### src/pkg/flr_cfg.svh
// Opcodes, lock-array layout, reset values and timing counts of the lock/suspend/reset controller
`ifndef FLR_CFG_SVH
`define FLR_CFG_SVH

// Opcodes handled here
`define FLR_OP_RD_LOCK    8'h3C
`define FLR_OP_LOCK_ALL   8'h7E
`define FLR_OP_UNLOCK_ALL 8'h98
`define FLR_OP_WRITE_LATCH_SET_CMD       8'h06
`define FLR_OP_SUSPEND    8'hB0
`define FLR_OP_RESUME     8'h30
`define FLR_OP_NOP        8'h00
`define FLR_OP_RST_ARM    8'h66
`define FLR_OP_RST        8'h99

// Lock array: 256 blocks of 64K, then 16 bottom and 16 top 4K sectors
`define FLR_LOCK_ENTRIES  288
`define FLR_BOT_SECT_BASE 9'h100
`define FLR_TOP_SECT_BASE 9'h110
`define FLR_BLK_BOTTOM    8'h00
`define FLR_BLK_TOP       8'hFF
`define FLR_LOCK_RESET    1'b1

// Frame byte counts
`define FLR_ADDR_LAST_BYTE 3'h4
`define FLR_OPCODE_ONLY    3'h1

// Timing
`define FLR_CLK_MHZ       250
`define FLR_SUSP_READY_US 20
`define FLR_SUSP_READY_CYC (`FLR_SUSP_READY_US * `FLR_CLK_MHZ)
`define FLR_REC_WRITE_CYC 400
`define FLR_REC_OTHER_CYC 100

`endif

### src/pkg/flr_pkg.sv
// Types shared by the lock/suspend/reset controller modules
package flr_pkg;

   // Command decoder states
   typedef enum logic [2:0] {
      FLR_ST_IDLE   = 3'b000,
      FLR_ST_ADDR   = 3'b001,
      FLR_ST_LOOK1  = 3'b010,
      FLR_ST_LOOK2  = 3'b011,
      FLR_ST_OUT    = 3'b100,
      FLR_ST_CMD    = 3'b101,
      FLR_ST_IGNORE = 3'b110
   } flr_state_t;

   // Lock array index
   typedef logic [8:0] flr_idx_t;

endpackage

### src/pkg/flr_link_if.sv
// Byte-level link between the serial front end and the command decoder
`timescale 1ns/1ps
interface flr_link_if;
   logic       quad;        // Four-line command mode
   logic       byte_stb;    // One-cycle pulse: byte complete
   logic [7:0] rx_byte;     // Byte just received
   logic [2:0] byte_cnt;    // Bytes so far in frame, saturating
   logic       frame_end;   // One-cycle pulse: chip select rose
   logic       boundary;    // Chip select rose on a byte boundary
   logic       tx_load;     // Load reply byte
   logic [7:0] tx_byte;     // Reply byte
   logic       tx_en;       // Drive reply on falling edges

   modport front (input quad, tx_load, tx_byte, tx_en,
                  output byte_stb, rx_byte, byte_cnt, frame_end, boundary);
   modport core  (output quad, tx_load, tx_byte, tx_en,
                  input byte_stb, rx_byte, byte_cnt, frame_end, boundary);
endinterface

### src/logic/flr_lock_bits.sv
// Volatile block/sector lock bits with registered read and whole-array set/clear
`timescale 1ns/1ps
`include "flr_cfg.svh"
module flr_lock_bits #(
   parameter int ENTRIES = `FLR_LOCK_ENTRIES
) (
   // Clock and reset
   input  wire logic                flr_clk,
   input  wire logic                rst,
   // Access
   input  wire flr_pkg::flr_idx_t   rd_idx,
   output logic                     rd_data,
   input  wire logic                set_all,
   input  wire logic                clr_all
);
   import flr_pkg::*;

   typedef struct packed {
      logic [ENTRIES-1:0] bits;     // One lock bit per unit
      logic               rd;       // Registered read data
   } flr_lock_t;

   flr_lock_t s, n;

   ////////////////////////////////////////////////////////////////////////
   // Whole-array commands touch every bit in one cycle
   always_comb begin
      n = s;
      if (set_all)
         n.bits = '1;
      else if (clr_all)
         n.bits = '0;
      n.rd = (int'(rd_idx) < ENTRIES) ? s.bits[rd_idx] : `FLR_LOCK_RESET;
   end

   ////////////////////////////////////////////////////////////////////////
   // All units start protected
   always_ff @(posedge flr_clk or posedge rst) begin
      if (rst) begin
         s.bits <= {ENTRIES{`FLR_LOCK_RESET}};
         s.rd   <= `FLR_LOCK_RESET;
      end else begin
         s <= n;
      end
   end

   assign rd_data = s.rd;

endmodule

### src/logic/flr_lock_suspend_ctrl.sv
// Lock-status, whole-chip lock, suspend/resume and software reset command handling
`timescale 1ns/1ps
`include "flr_cfg.svh"
module flr_lock_suspend_ctrl #(
   parameter int SUSP_READY_CYC = `FLR_SUSP_READY_CYC,
   parameter int REC_WRITE_CYC  = `FLR_REC_WRITE_CYC,
   parameter int REC_OTHER_CYC  = `FLR_REC_OTHER_CYC
) (
   // Clock and reset
   input  wire logic       CORE_CLK_I,
   input  wire logic       RST_I,
   // Serial pins
   input  wire logic       CS_N_I,
   input  wire logic       SCLK_I,
   input  wire logic [3:0] SIO_I,
   output logic      [3:0] SIO_O,
   output logic      [3:0] SIO_OE_O,
   // Device configuration and write engine status
   input  wire logic       PROTECT_SCHEME_SELECT_I,
   input  wire logic       QUAD_COMMAND_MODE_I,
   input  wire logic       PERF_ENHANCE_MODE_I,
   input  wire logic       PROGRAM_ACTIVE_I,
   input  wire logic       ERASE_ACTIVE_I,
   // Status
   output logic            WRITE_LATCH_FLAG_O,
   output logic            ERASE_PAUSED_FLAG_O,
   output logic            PROGRAM_PAUSED_FLAG_O,
   output logic            SUSPEND_READY_O,
   output logic            RESET_BUSY_O,
   // Requests to the write engine and the rest of the device
   output logic            SUSPEND_REQ_O,
   output logic            RESUME_REQ_O,
   output logic            SOFT_RESET_O,
   output logic            CMD_STB_O,
   output logic      [7:0] CMD_OP_O
);
   import flr_pkg::*;

   typedef struct packed {
      flr_state_t  st;          // Decoder state
      logic [7:0]  op;          // Opcode of this frame
      logic [23:0] addr;        // Lock-status address
      logic        write_latch_flag;         // Write enable latch
      logic        erase_paused_flag;         // Erase paused
      logic        program_paused_flag;         // Program paused
      logic        armed;       // Reset armed
      logic [15:0] susp_cnt;    // Suspend latency countdown
      logic        susp_rdy;    // Suspend settled
      logic [15:0] rec_cnt;     // Reset recovery countdown
      logic        rec_busy;    // Recovery in progress
      logic        susp_req;    // Pulse to write engine
      logic        res_req;     // Pulse to write engine
      logic        soft_rst;    // Pulse to whole device
      logic        cmd_stb;     // Pass-through command pulse
      logic [7:0]  cmd_op;      // Pass-through opcode
      logic        tx_load;     // Reply load pulse
      logic [7:0]  tx_byte;     // Reply byte
      logic        tx_en;       // Reply drive window
      logic        set_all;     // Lock every unit
      logic        clr_all;     // Unlock every unit
   } flr_ctrl_t;

   flr_ctrl_t s, n;
   flr_link_if lk ();
   flr_idx_t   lock_idx;        // Array index of addressed unit
   logic       lock_bit;        // Registered lock bit
   logic       paused;          // Either suspend flag set
   logic [7:0] b;               // Received byte

   ////////////////////////////////////////////////////////////////////////
   // Commands still honoured while a write is suspended
   function automatic logic allowed_in_suspend(input logic [7:0] op);
      case (op)
         8'h03, 8'h0B, 8'hBB, 8'hEB, 8'hE7, 8'h9F, 8'hAF, 8'h90,
         8'h05, 8'h15, 8'h2B, 8'hB1, 8'hC1, 8'h5A, 8'h3C, 8'h30,
         8'h66, 8'h99, 8'hC0, 8'h35, 8'hF5, 8'h00, 8'hAB: allowed_in_suspend = 1'b1;
         default:                                         allowed_in_suspend = 1'b0;
      endcase
   endfunction

   ////////////////////////////////////////////////////////////////////////
   // Edge blocks resolve to 4K sectors, the rest to 64K blocks
   always_comb begin
      if (s.addr[23:16] == `FLR_BLK_BOTTOM)
         lock_idx = `FLR_BOT_SECT_BASE | {5'h00, s.addr[15:12]};
      else if (s.addr[23:16] == `FLR_BLK_TOP)
         lock_idx = `FLR_TOP_SECT_BASE | {5'h00, s.addr[15:12]};
      else
         lock_idx = {1'b0, s.addr[23:16]};
   end

   ////////////////////////////////////////////////////////////////////////
   // Decoder next state
   always_comb begin
      n          = s;
      n.susp_req = 1'b0;
      n.res_req  = 1'b0;
      n.soft_rst = 1'b0;
      n.cmd_stb  = 1'b0;
      n.tx_load  = 1'b0;
      n.set_all  = 1'b0;
      n.clr_all  = 1'b0;
      paused     = s.erase_paused_flag | s.program_paused_flag;
      b          = lk.rx_byte;

      // Suspend settles after its latency
      if (s.susp_cnt != 16'h0)
         n.susp_cnt = s.susp_cnt - 16'h1;
      n.susp_rdy = paused && (s.susp_cnt == 16'h0);

      // Reset recovery window
      if (s.rec_cnt != 16'h0)
         n.rec_cnt = s.rec_cnt - 16'h1;
      n.rec_busy = (s.rec_cnt != 16'h0);

      // Lock lookup: index settles, then the array read registers
      case (s.st)
         FLR_ST_LOOK1: begin
            n.st = FLR_ST_LOOK2;
         end
         FLR_ST_LOOK2: begin
            n.tx_byte = {7'h00, lock_bit};
            n.tx_load = 1'b1;
            n.tx_en   = 1'b1;
            n.st      = FLR_ST_OUT;
         end
         default: begin
         end
      endcase

      if (lk.byte_stb && !s.rec_busy) begin
         case (s.st)
            FLR_ST_IDLE: begin
               n.op = b;
               // Anything but the reset itself drops an armed reset
               if (b != `FLR_OP_RST)
                  n.armed = 1'b0;
               if (paused && !allowed_in_suspend(b)) begin
                  n.st = FLR_ST_IGNORE;
               end else begin
                  case (b)
                     `FLR_OP_RD_LOCK: begin
                        n.st = PROTECT_SCHEME_SELECT_I ? FLR_ST_ADDR : FLR_ST_IGNORE;
                     end
                     `FLR_OP_LOCK_ALL, `FLR_OP_UNLOCK_ALL: begin
                        // Needs individual mode and a set latch
                        n.st = (PROTECT_SCHEME_SELECT_I && s.write_latch_flag) ? FLR_ST_CMD : FLR_ST_IGNORE;
                     end
                     `FLR_OP_SUSPEND: begin
                        if ((PROGRAM_ACTIVE_I || ERASE_ACTIVE_I) && !paused) begin
                           n.erase_paused_flag      = ERASE_ACTIVE_I;
                           n.program_paused_flag      = PROGRAM_ACTIVE_I && !ERASE_ACTIVE_I;
                           n.write_latch_flag      = 1'b0;
                           n.susp_req = 1'b1;
                           n.susp_cnt = 16'(SUSP_READY_CYC);
                        end
                        n.st = FLR_ST_IGNORE;
                     end
                     `FLR_OP_RESUME, `FLR_OP_RST_ARM, `FLR_OP_RST, `FLR_OP_WRITE_LATCH_SET_CMD: begin
                        n.st = FLR_ST_CMD;
                     end
                     `FLR_OP_NOP: begin
                        n.st = FLR_ST_IGNORE;
                     end
                     default: begin
                        // Other commands belong to the rest of the device
                        n.cmd_stb = 1'b1;
                        n.cmd_op  = b;
                        n.st      = FLR_ST_IGNORE;
                     end
                  endcase
               end
            end
            FLR_ST_ADDR: begin
               n.addr = {s.addr[15:0], b};
               if (lk.byte_cnt == `FLR_ADDR_LAST_BYTE)
                  n.st = FLR_ST_LOOK1;
            end
            FLR_ST_CMD: begin
               // A trailing byte spoils an opcode-only command
               n.st = FLR_ST_IGNORE;
            end
            default: begin
            end
         endcase
      end

      if (lk.frame_end) begin
         if (s.st == FLR_ST_CMD && lk.boundary && lk.byte_cnt == `FLR_OPCODE_ONLY && !s.rec_busy) begin
            case (s.op)
               `FLR_OP_LOCK_ALL: begin
                  n.set_all = 1'b1;
                  n.write_latch_flag     = 1'b0;
               end
               `FLR_OP_UNLOCK_ALL: begin
                  n.clr_all = 1'b1;
                  n.write_latch_flag     = 1'b0;
               end
               `FLR_OP_WRITE_LATCH_SET_CMD: begin
                  n.write_latch_flag = 1'b1;
               end
               `FLR_OP_RESUME: begin
                  // Latch not needed; refused while enhance mode is on
                  if (paused && !PERF_ENHANCE_MODE_I) begin
                     n.erase_paused_flag      = 1'b0;
                     n.program_paused_flag      = 1'b0;
                     n.res_req  = 1'b1;
                     n.susp_cnt = 16'h0;
                  end
               end
               `FLR_OP_RST_ARM: begin
                  n.armed = 1'b1;
               end
               `FLR_OP_RST: begin
                  if (s.armed) begin
                     // Writes in flight or paused are aborted and recover slower
                     n.rec_cnt  = (PROGRAM_ACTIVE_I || ERASE_ACTIVE_I || paused) ?
                                  16'(REC_WRITE_CYC) : 16'(REC_OTHER_CYC);
                     n.rec_busy = 1'b1;
                     n.soft_rst = 1'b1;
                     n.erase_paused_flag      = 1'b0;
                     n.program_paused_flag      = 1'b0;
                     n.write_latch_flag      = 1'b0;
                     n.armed    = 1'b0;
                     n.susp_cnt = 16'h0;
                  end
               end
               default: begin
               end
            endcase
         end
         n.st    = FLR_ST_IDLE;
         n.tx_en = 1'b0;
      end
   end

   ////////////////////////////////////////////////////////////////////////
   // Decoder state register
   always_ff @(posedge CORE_CLK_I or posedge RST_I) begin
      if (RST_I) begin
         s    <= '0;
         s.st <= FLR_ST_IDLE;
      end else begin
         s <= n;
      end
   end

   assign lk.quad    = QUAD_COMMAND_MODE_I;
   assign lk.tx_load = s.tx_load;
   assign lk.tx_byte = s.tx_byte;
   assign lk.tx_en   = s.tx_en;

   ////////////////////////////////////////////////////////////////////////
   // Pin front end and lock array
   flr_serial_front u_front (
      .clk      (CORE_CLK_I),
      .rst      (RST_I),
      .cs_n_pin (CS_N_I),
      .sclk_pin (SCLK_I),
      .sio_pin  (SIO_I),
      .sio_out  (SIO_O),
      .sio_oe   (SIO_OE_O),
      .lk       (lk.front)
   );

   flr_lock_bits #(
      .ENTRIES (`FLR_LOCK_ENTRIES)
   ) u_lock (
      .flr_clk (CORE_CLK_I),
      .rst     (RST_I),
      .rd_idx  (lock_idx),
      .rd_data (lock_bit),
      .set_all (s.set_all),
      .clr_all (s.clr_all)
   );

   // Registered status and request outputs
   assign WRITE_LATCH_FLAG_O    = s.write_latch_flag;
   assign ERASE_PAUSED_FLAG_O   = s.erase_paused_flag;
   assign PROGRAM_PAUSED_FLAG_O = s.program_paused_flag;
   assign SUSPEND_READY_O       = s.susp_rdy;
   assign RESET_BUSY_O          = s.rec_busy;
   assign SUSPEND_REQ_O         = s.susp_req;
   assign RESUME_REQ_O          = s.res_req;
   assign SOFT_RESET_O          = s.soft_rst;
   assign CMD_STB_O             = s.cmd_stb;
   assign CMD_OP_O              = s.cmd_op;

endmodule

### src/logic/flr_serial_front.sv
// Serial pin front end: synchronisers, edge detection, byte assembly and reply shifting
`timescale 1ns/1ps
module flr_serial_front (
   // Clock and reset
   input  wire logic       clk,
   input  wire logic       rst,
   // Pins
   input  wire logic       cs_n_pin,
   input  wire logic       sclk_pin,
   input  wire logic [3:0] sio_pin,
   output logic      [3:0] sio_out,
   output logic      [3:0] sio_oe,
   // Decoder side
   flr_link_if.front       lk
);

   typedef struct packed {
      logic       cs_s1, cs_s2, cs_d;    // Chip select sync and delay
      logic       ck_s1, ck_s2, ck_d;    // Serial clock sync and delay
      logic [3:0] io_s1, io_s2;          // Data line sync
      logic [7:0] sh;                    // Receive shifter
      logic [2:0] bits;                  // Bit position in byte
      logic [2:0] bytes;                 // Bytes in frame
      logic       stb, fend, bnd;        // Event outputs
      logic [7:0] tx;                    // Reply shifter
      logic [3:0] out, oe;               // Pin drive
   } flr_front_t;

   flr_front_t s, n;
   logic rise, fall, in_frame;

   ////////////////////////////////////////////////////////////////////////
   // Next state; only the second sync stages feed logic
   always_comb begin
      n = s;
      n.cs_s1 = cs_n_pin;
      n.cs_s2 = s.cs_s1;
      n.cs_d  = s.cs_s2;
      n.ck_s1 = sclk_pin;
      n.ck_s2 = s.ck_s1;
      n.ck_d  = s.ck_s2;
      n.io_s1 = sio_pin;
      n.io_s2 = s.io_s1;
      n.stb   = 1'b0;
      n.fend  = 1'b0;
      rise     = s.ck_s2 & ~s.ck_d;
      fall     = ~s.ck_s2 & s.ck_d;
      in_frame = ~s.cs_s2 & ~s.cs_d;
      // Frame start clears counters
      if (~s.cs_s2 & s.cs_d) begin
         n.bits  = 3'h0;
         n.bytes = 3'h0;
      end else if (s.cs_s2 & ~s.cs_d) begin
         // Frame end: report whether it landed on a byte boundary
         n.fend = 1'b1;
         n.bnd  = (s.bits == 3'h0);
         n.oe   = 4'h0;
      end else if (in_frame && rise) begin
         // Quad takes a nibble per clock, single takes line 0 only
         if (lk.quad) begin
            n.sh   = {s.sh[3:0], s.io_s2};
            n.bits = s.bits + 3'h4;
         end else begin
            n.sh   = {s.sh[6:0], s.io_s2[0]};
            n.bits = s.bits + 3'h1;
         end
         if (n.bits == 3'h0) begin
            n.stb = 1'b1;
            if (s.bytes != 3'h7)
               n.bytes = s.bytes + 3'h1;
         end
      end else if (in_frame && fall && lk.tx_en) begin
         // Reply goes out on the falling edge so it is stable at the next rise
         if (lk.quad) begin
            n.out = s.tx[7:4];
            n.oe  = 4'hF;
            n.tx  = {s.tx[3:0], 4'h0};
         end else begin
            n.out = {2'h0, s.tx[7], 1'b0};
            n.oe  = 4'h2;
            n.tx  = {s.tx[6:0], 1'b0};
         end
      end
      if (lk.tx_load)
         n.tx = lk.tx_byte;
   end

   ////////////////////////////////////////////////////////////////////////
   // State register; chip select idles high
   always_ff @(posedge clk or posedge rst) begin
      if (rst) begin
         s       <= '0;
         s.cs_s1 <= 1'b1;
         s.cs_s2 <= 1'b1;
         s.cs_d  <= 1'b1;
      end else begin
         s <= n;
      end
   end

   assign lk.byte_stb  = s.stb;
   assign lk.rx_byte   = s.sh;
   assign lk.byte_cnt  = s.bytes;
   assign lk.frame_end = s.fend;
   assign lk.boundary  = s.bnd;
   assign sio_out      = s.out;
   assign sio_oe       = s.oe;

endmodule

### config.mk
export PLATFORM = sky130hd
export DESIGN_NAME = flr_lock_suspend_ctrl
export DESIGN_NICKNAME = d
export VERILOG_FILES = /design/src/pkg/flr_pkg.sv /design/src/pkg/flr_link_if.sv /design/src/logic/flr_lock_bits.sv /design/src/logic/flr_lock_suspend_ctrl.sv /design/src/logic/flr_serial_front.sv
export VERILOG_INCLUDE_DIRS = /design/src /design/src/pkg
export SDC_FILE = /design/constraint.sdc
export NUM_CORES = 1
export LEC_CHECK = 0
export ABC_AREA = 1
export ABC_CLOCK_PERIOD_IN_PS = 7600
export BUFFER_PORTS_ARGS = -buffer_cell sky130_fd_sc_hd__buf_4
export CAP_MARGIN = 25
export CORE_MARGIN = 5
export CORE_UTILIZATION = 29
export CTS_CLUSTER_SIZE = 14
export DETAILED_ROUTE_END_ITERATION = 7
export GPL_ROUTABILITY_DRIVEN = 0
export PLACE_DENSITY = 0.55
export SLEW_MARGIN = 0
export SYNTH_ARGS = -nofsm -noshare
export SYNTH_HDL_FRONTEND = slang
export SYNTH_SLANG_ARGS = --single-unit
### constraint.sdc
create_clock -name CORE_CLK_I -period 7.6 [get_ports CORE_CLK_I]
set_clock_uncertainty 0.15 [all_clocks]
set_input_delay 2.28 -clock CORE_CLK_I [delete_from_list [all_inputs] [get_ports CORE_CLK_I]]
set_output_delay 2.28 -clock CORE_CLK_I [all_outputs]
set_load 0.05 [all_outputs]
==> out/metrics.csv, run 1 <==
metric;value;unit
status;finished, final reports clean;
cts.sink_count;113;
hold_path_end;u_front.s[34]$_DFF_PP0_;
timing.final.hold_violations;0;
ioPinCount;38;
grt-ovfl-total;0;
worst_hold_slack;0.1954;ns
path_cells;buf_4;
postSynthAreaPerCell;7.957;um2
via_count_of_the_first_global_routing_pass;4733;
area_growth_syn_to_layout;17.30;%
setup_slack;4.086;ns
hold_start;u_front.n[34]$_DFF_PP0_;
routed-via-count;4711;
place_inst;1020;
main_combinational_cell_family_by_area_after_synthesis;simple AND/OR/NAND/NOR gates;
grt_antenna_before_repair;0;
clock_power_share;48.4;%
worst-r2r-cell-count;6;
worst_hold_path_cell_count;0;
finalSetupViolCount;0;
core;20100;um2
layout.cell_area.non_filler;6879;um2
intPower;1.167;mW
stdcell_count;1052;
synth-seq-area-share;48.33;%
drt_iter0_markers;333;
floorplan.initialDensity;29.17;%
dp_hpwl;9.909;mm
synth_mux_area_share;0.1920;%
detail_route.drc_violations;0;
cts-htree-levels;4;
finalWorstPathRequiredPeriod;3.514;ns
nets_final;794;
max_stage_delay;0.43;ns
timing.slew.headroom;37.25;%
drt-pass1-iter-count;5;
worst_path_dominant_cell_family;flip-flops;
post_dp_cell_area;6320;um2
reg2reg_setup_slack;5.18;ns
cts-buffers-inserted;17;
postSynthCellCount;737;
synth-compound-area-share;9.409;%
power_switching;407.6;uW
final_number_of_max_transition_violations;0;
route.antenna.remaining_nets;0;
cts_hold_buffers;0;
rows;52;
p_seq_share;41.6;%
synth-adder-area-share;2.560;%
ctsResizeCount;0;
maxCapViolations;0;
post_synth_instance_area;5864;um2
yosys_warnings;0;
clock-root-buffer;clkbuf_16;
avgViaCountPerCell;4.478;
die_span_in_y;152.2;um
cp_max_fo;3;
crit_path_end_kind;output port;
synth_xor_area_share;2.838;%
register_bit_count_reported_by_yosys;113;
mean_routed_wirelength_per_cell;12.96;um
num_antenna_cells;0;
timing.critical_path.arrival;1.08;ns
setup_repair_after_global_routing_missed_its_margin;false;
cts.clk_slew.worst_paths;0.05;ns
totalPowerFinal;1.575;mW
syn_nets;762;
nFillCells;2077;
tightest_slew;0.9378;ns
peak_supply_drop;112.9;uV
switching_share;25.88;%
grt_usage;12.48;%
synth_simple_gate_area_share;27.16;%
fin_crit_sh;46.23;%
place_worst_setup_slack;3.692;ns
cp-start-kind;flip-flop;
final_layout_size_suffix_gt1_share;12.53;%
insertion_delay;0.42;ns
regToRegStartpoint;s[96]$_DFF_PP0_;
critical_path_class;reg -> out;
design.die.area;23170;um2
io_buffers;37;
power.density_cell_area;228.9;nW/um2
cts-root-to-sink-buffers;2;
max_freq;284.6;MHz
fp.dieW;152.2;um
standard_cell_with_the_maximum_stage_delay_on_the_critical_path;dfrtp_1;
grt_first_pass_wirelength;23.79;mm
wirelength;13.63;mm
crit_buf_inv;1;
p_leak;3.462;nW
cts_tree;done;
utilization;34.22;%
setup_total_negative_slack;0;ns
cp_data_required_time;5.17;ns
holdCritPathClass;reg -> reg;
worst_r2r_endpoint;s[47]$_DFF_PP0_;
yosys.cell_types.count;43;
comb_power_share;9.9;%
post-cts-setup-buffers;0;
grt_max_degree;58;
-- cells by family (layout without fill, tap and decap cells) --
kind of cell / after synthesis / after routing
muxes: 1 / 1
buffers and inverters: 128 / 173
adders and majority gates: 12 / 12
xor gates and xnor gates: 19 / 19
AOI/OAI and AO/OA: 92 / 92
DFF: 113 / 113
and+or+nand+nor: 372 / 372
-- cell usage after synthesis, drive strengths merged --
master | instances | area, um2
nand2 | 181 | 686.9
nor2 | 113 | 429.2
dfrtp | 108 | 2703
inv | 102 | 382.9
o21ai | 56 | 306.5
nand3 | 31 | 175.2
nor3 | 20 | 105.1
buf | 19 | 147.6
ha | 12 | 150.1
xor2 | 12 | 105.1
a21oi | 11 | 62.56
nand4 | 10 | 62.56
o211ai | 8 | 60.06
nor4 | 7 | 65.06
o22ai | 7 | 43.79
xnor2 | 7 | 61.31
clkbuf | 6 | 22.52
dfstp | 5 | 131.4
o31ai | 5 | 37.54
or2 | 4 | 25.03
nand3b | 3 | 22.52
nor3b | 2 | 15.01
a211oi | 1 | 7.510
a31o | 1 | 8.760
a41oi | 1 | 8.760
and3 | 1 | 6.260
clkinv | 1 | 5.000
mux2 | 1 | 11.26
o21bai | 1 | 7.510
o41ai | 1 | 8.760
-- power by group through the flow --
stage	Clock, mW	Combinational [mW]	Sequential [mW]
finish	0.762	0.157	0.656
global route	0.809	0.183	0.659
CTS	0.782	0.158	0.656
detailed placement	0	0.158	0.665
global placement	0	0.158	0.665
floorplan	0	0.111	0.657
-- layout by cell type, fill, tap and decap left out, types with 4 or more instances in the layout --
| cell | n |
|---|---|
| a21oi_1 | 9 |
| buf_4 | 38 |
| clkbuf_1 | 7 |
| clkbuf_16 | 17 |
| clkinv_2 | 5 |
| dfrtp_1 | 108 |
| dfstp_2 | 5 |
| ha_1 | 12 |
| inv_1 | 99 |
| nand2_1 | 178 |
| nand3_1 | 27 |
| nand3_2 | 4 |
| nand4_1 | 10 |
| nor2_1 | 111 |
| nor3_1 | 19 |
| nor4_1 | 5 |
| o211ai_1 | 8 |
| o21ai_0 | 48 |
| o21ai_2 | 7 |
| o22ai_1 | 7 |
| o31ai_1 | 5 |
| xnor2_1 | 7 |
| xor2_1 | 12 |
-- how the worst max path moves through the flow --
stage                               to                    startpoint  cells past startpoint  slack (ns)
2_1_floorplan  CMD_OP_O[0]$_DFFE_PP0P_                         RST_I                      1        2.19
6_report            WRITE_LATCH_FLAG_O  WRITE_LATCH_FLAG_O$_DFF_PP0_                      1        4.09
4_1_cts             WRITE_LATCH_FLAG_O  WRITE_LATCH_FLAG_O$_DFF_PP0_                      1        4.05
3_5_place_dp           s[42]$_DFF_PP0_                         RST_I                      3        3.69
3_3_place_gp           s[43]$_DFF_PP0_                         RST_I                      3        3.72
5_1_grt                s[40]$_DFF_PP0_                         RST_I                      3        3.91
-- sequential cells by signal, summed over array words and instances, names as in the netlist, 2 cells and up --
name,cells
CMD_OP_O,8
s,46
u_front.lk.byte_cnt,3
u_front.lk.rx_byte,8
u_front.n,8
u_front.s,17
u_front.sio_oe,2
u_front.sio_out,4
-- metal layers --
layer / wire, um / share of wire, % / global-route usage (%) / up-vias
met3: 516 / 3.8 / 3.437 / 15
met5: 0 / 0 / 0 / -
li1: - / - / - / 2404
met4: 167 / 1.2 / 4.366 / 0
met1: 6653 / 49 / 16.69 / 2214
met2: 6293 / 46 / 19.52 / 78
-- cell type report --
type / instances / area (um2) / area share (%)
Clock inverter: 6 / 80.08 / 1.164
Tap cell: 270 / 337.8 / 4.911
Clock buffer: 26 / 479.2 / 6.966
Sequential cell: 113 / 2834 / 41.20
Inverter: 103 / 390.4 / 5.675
Timing Repair Buffer: 38 / 285.3 / 4.147
Multi-Input combinational cell: 496 / 2472 / 35.94
No activity file was read; power rests on OpenSTA's default activity.
==> run 2: changes to the inputs <==
ABC_AREA = 0   (was 1)
ABC_CLOCK_PERIOD_IN_PS = 3200   (was 7600)
PLACE_DENSITY = 0.57   (was 0.55)
clock period = 3.2 ns   (was 7.6 ns; I/O delays follow)
==> run 2 against run 1 <==
Effect of this change: non-clock buffer count increased by 8; clock-buffer cell count is 5 lower; area after synthesis decreased by 3.7%; cell count down 19%; critical path depth up 6; worst setup slack got worse by 3.5 ns; largest power group unchanged; highest routed layer unchanged.
==> out/metrics.csv, run 2 <==
metric;value;unit;change
postSynthAreaPerCell;10.31;um2;was 7.957 um2
grt_first_pass_wirelength;19.90;mm;was 23.79 mm
routed-via-count;4097;;was 4711
cts.sink_count;113;;unchanged
nets_final;596;;was 794
timing.critical_path.arrival;2.71;ns;was 1.08 ns
setup_repair_after_global_routing_missed_its_margin;false;;unchanged
regToRegStartpoint;u_front.lk.rx_byte[5]$_DFFE_PP0P_;;was s[96]$_DFF_PP0_
cp_max_fo;18;;was 3
place_worst_setup_slack;0.4096;ns;was 3.692 ns
critical_path_class;reg -> reg;;was reg -> out
status;finished, final reports clean;;unchanged
globalRoute.busiestLayer;met2;;unchanged
cts-root-to-sink-buffers;2;;unchanged
layout_commonest_cell;dfrtp_1;;was nand2_1
crit_path_end_kind;flip-flop;;was output port
ioPinCount;38;;unchanged
synth_top_area_share;47.84;%;was 46.08%
detail_route.drc_violations;0;;unchanged
avgViaCountPerCell;4.826;;was 4.478
hold_start;u_front.n[42]$_DFF_PP0_;;was u_front.n[34]$_DFF_PP0_
rows;51;;was 52
fin_crit_sh;80.44;%;
yosysMostFrequentCell;dfrtp_1;;was nand2_1
design.die.area;22370;um2;was 23170 um2
synthDominantAreaCellType;dfrtp_1;;unchanged
ctsResizeCount;0;;unchanged
worst_setup_path_startpoint;u_front.lk.rx_byte[5]$_DFFE_PP0P_;;was WRITE_LATCH_FLAG_O$_DFF_PP0_
timing.final.hold_violations;0;;unchanged
worst_hold_path_cell_count;0;;unchanged
syn_nets;573;;was 762
peak_supply_drop;369.8;uV;was 112.9 uV
holdCritPathClass;reg -> reg;;unchanged
floorplan.initialDensity;29.22;%;was 29.17%
fp.dieW;149.6;um;was 152.2 um
power.density_cell_area;574.8;nW/um2;was 228.9 nW/um2
max_freq;388.5;MHz;
setup_slack;0.6260;ns;was 4.086 ns
maxCapViolations;0;;unchanged
synthTopCellsByArea;dfrtp_1, nor2_1, a21oi_1;;was dfrtp_1, nand2_1, nor2_1
largest-register;s;;unchanged
nFillCells;1955;;was 2077
yosys_warnings;0;;unchanged
finalWorstPathRequiredPeriod;2.574;ns;
die_span_in_y;149.6;um;was 152.2 um
dp_hpwl;7.908;mm;was 9.909 mm
reg_top3;s: 46 flops, u_front.s: 17 flops;;unchanged
mean_routed_wirelength_per_cell;13.65;um;was 12.96 um
postSynthCellCount;548;;was 737
worst-r2r-cell-count;7;;was 6
worst_r2r_endpoint;CMD_OP_O[7]$_DFFE_PP0P_;;was s[47]$_DFF_PP0_
route.antenna.remaining_nets;0;;unchanged
area_growth_syn_to_layout;18.23;%;was 17.30%
cts_hold_buffers;0;;unchanged
setup_total_negative_slack;0;ns;unchanged
wirelength;11.59;mm;was 13.63 mm
grt_antenna_before_repair;0;;unchanged
post_dp_cell_area;6097;um2;was 6320 um2
gr-usage-met1;13.63;%;was 16.69%
clock-root-buffer;clkbuf_16;;unchanged
tightest_slew;0.6021;ns;was 0.9378 ns
layout_common_cells;dfrtp_1, nor2_1, buf_4;;was nand2_1, nor2_1, dfrtp_1
cts-buffers-inserted;17;;unchanged
core;19330;um2;was 20100 um2
num_antenna_cells;0;;unchanged
p_leak;2.978;nW;was 3.462 nW
synth-seq-area-share;50.17;%;was 48.33%
fraction_of_met2_tracks_used_by_global_routing;17.76;%;was 19.52%
post_synth_instance_area;5649;um2;was 5864 um2
post-cts-setup-buffers;0;;unchanged
insertion_delay;0.41;ns;was 0.42 ns
area.sequential;2834;um2;unchanged
grt_util_met3;3.362;%;was 3.437%
cp-start-kind;flip-flop;;unchanged
cts.clk_slew.worst_paths;0.05;ns;about the same
cts_tree;done;;unchanged
cts-htree-levels;4;;unchanged
via_count_of_the_first_global_routing_pass;4183;;was 4733
yosys.cell_types.count;68;;was 43
hold_path_end;u_front.n[41]$_DFF_PP0_;;was u_front.s[34]$_DFF_PP0_
grt-ovfl-total;0;;unchanged
grt_max_degree;57;;was 58
final_number_of_max_transition_violations;0;;unchanged
reg2reg_setup_slack;0.63;ns;was 5.18 ns
timing.slew.headroom;59.86;%;was 37.25%
synth-main-ff-cell;dfrtp_1;;unchanged
async_reset_ff_share;100.0;%;unchanged
register_bit_count_reported_by_yosys;113;;unchanged
synth-edff-count;0;;unchanged
largest_reg_flops;46;;unchanged
finalSetupViolCount;0;;unchanged
final_layout_size_suffix_gt1_share;19.01;%;was 12.53%
cell_types_with_the_highest_counts_after_synthesis;dfrtp_1, nor2_1, nand2_1;;was nand2_1, nor2_1, dfrtp_1
cp_data_required_time;3.34;ns;was 5.17 ns
utilization;34.54;%;was 34.22%
multi_input_comb_area;2471;um2;was 2472 um2
io_buffers;37;;unchanged
grt_usage;11.08;%;was 12.48%
drt-pass1-iter-count;4;;was 5
layout.cell_area.non_filler;6679;um2;was 6879 um2
drt_iter0_markers;242;;was 333
## run 2: cell count changes after synthesis, sizes merged, moves of 15 or more
cell,previous run,this run
nor2,113,57
inv,102,22
nand2,181,39
a21oi,11,35
o21ai,56,18
mux2i,0,15
mux2,1,16
nand3,31,11
## run 2: final cells by class
type,instances,share of cell area (%)
well taps,265,4.964
repair buffers,46,5.545
inverters,23,1.349
clock buffers,21,7.044
clock inverters,11,1.667
flip-flops and latches,113,42.43
multi-input cells,370,37.00
## run 2: worst max-delay path by stage
| stage | endpoint | slack (ns) |
|---|---|---|
| global route | CMD_OP_O[5]$_DFFE_PP0P_ | 0.51 |
| CTS | CMD_OP_O[7]$_DFFE_PP0P_ | 0.66 |
| floorplan | CMD_OP_O[0]$_DFFE_PP0P_ | 0.72 |
| finish | CMD_OP_O[7]$_DFFE_PP0P_ | 0.63 |
| detailed placement | s[55]$_DFF_PP0_ | 0.41 |
| global placement | s[52]$_DFF_PP0_ | 0.49 |
## run 2: cells by family after synthesis
family	Yosys count	synth area share, %
xor+xnor	23	3.566
compound gates	96	10.94
fa+ha+maj	12	2.658
simple gates	208	20.27
buf+inv	65	6.091
mux	31	6.312
flops	113	50.17
## run 2: worst max-delay path, cell delays in order (launching register included)
cell	delay, ns
dfrtp_1	0.66
nand4b_1	0.18
nor4_1	0.08
nand3b_2	0.29
nor4_2	0.34
nor2b_1	0.21
buf_4	0.22
mux2_4	0.31
## run 2: power by group
group | total [mW] | internal, mW | switching [mW] | leakage [nW]
clock | 1.84 | 1.20 | 0.645 | 0.292
combinational | 0.338 | 0.156 | 0.181 | 1.27
sequential | 1.66 | 1.50 | 0.162 | 1.42
total | 3.84 | 2.85 | 0.988 | 2.98
## run 2: per-layer routing
metal / wire [um] / part of all wire, %
met5: 0 / 0
met4: 327 / 2.8
met2: 5446 / 47
met3: 408 / 3.5
met1: 5405 / 47
## run 2: metrics by stage
step           hold WS, ns  instances  total power, mW
2_1_floorplan       0.1812        548            1.945
3_3_place_gp        0.1831        817            2.014
3_5_place_dp        0.1872        817            2.027
4_1_cts             0.1989        849            3.896
5_1_grt             0.2033        849            4.024
6_report            0.1930        849            3.839
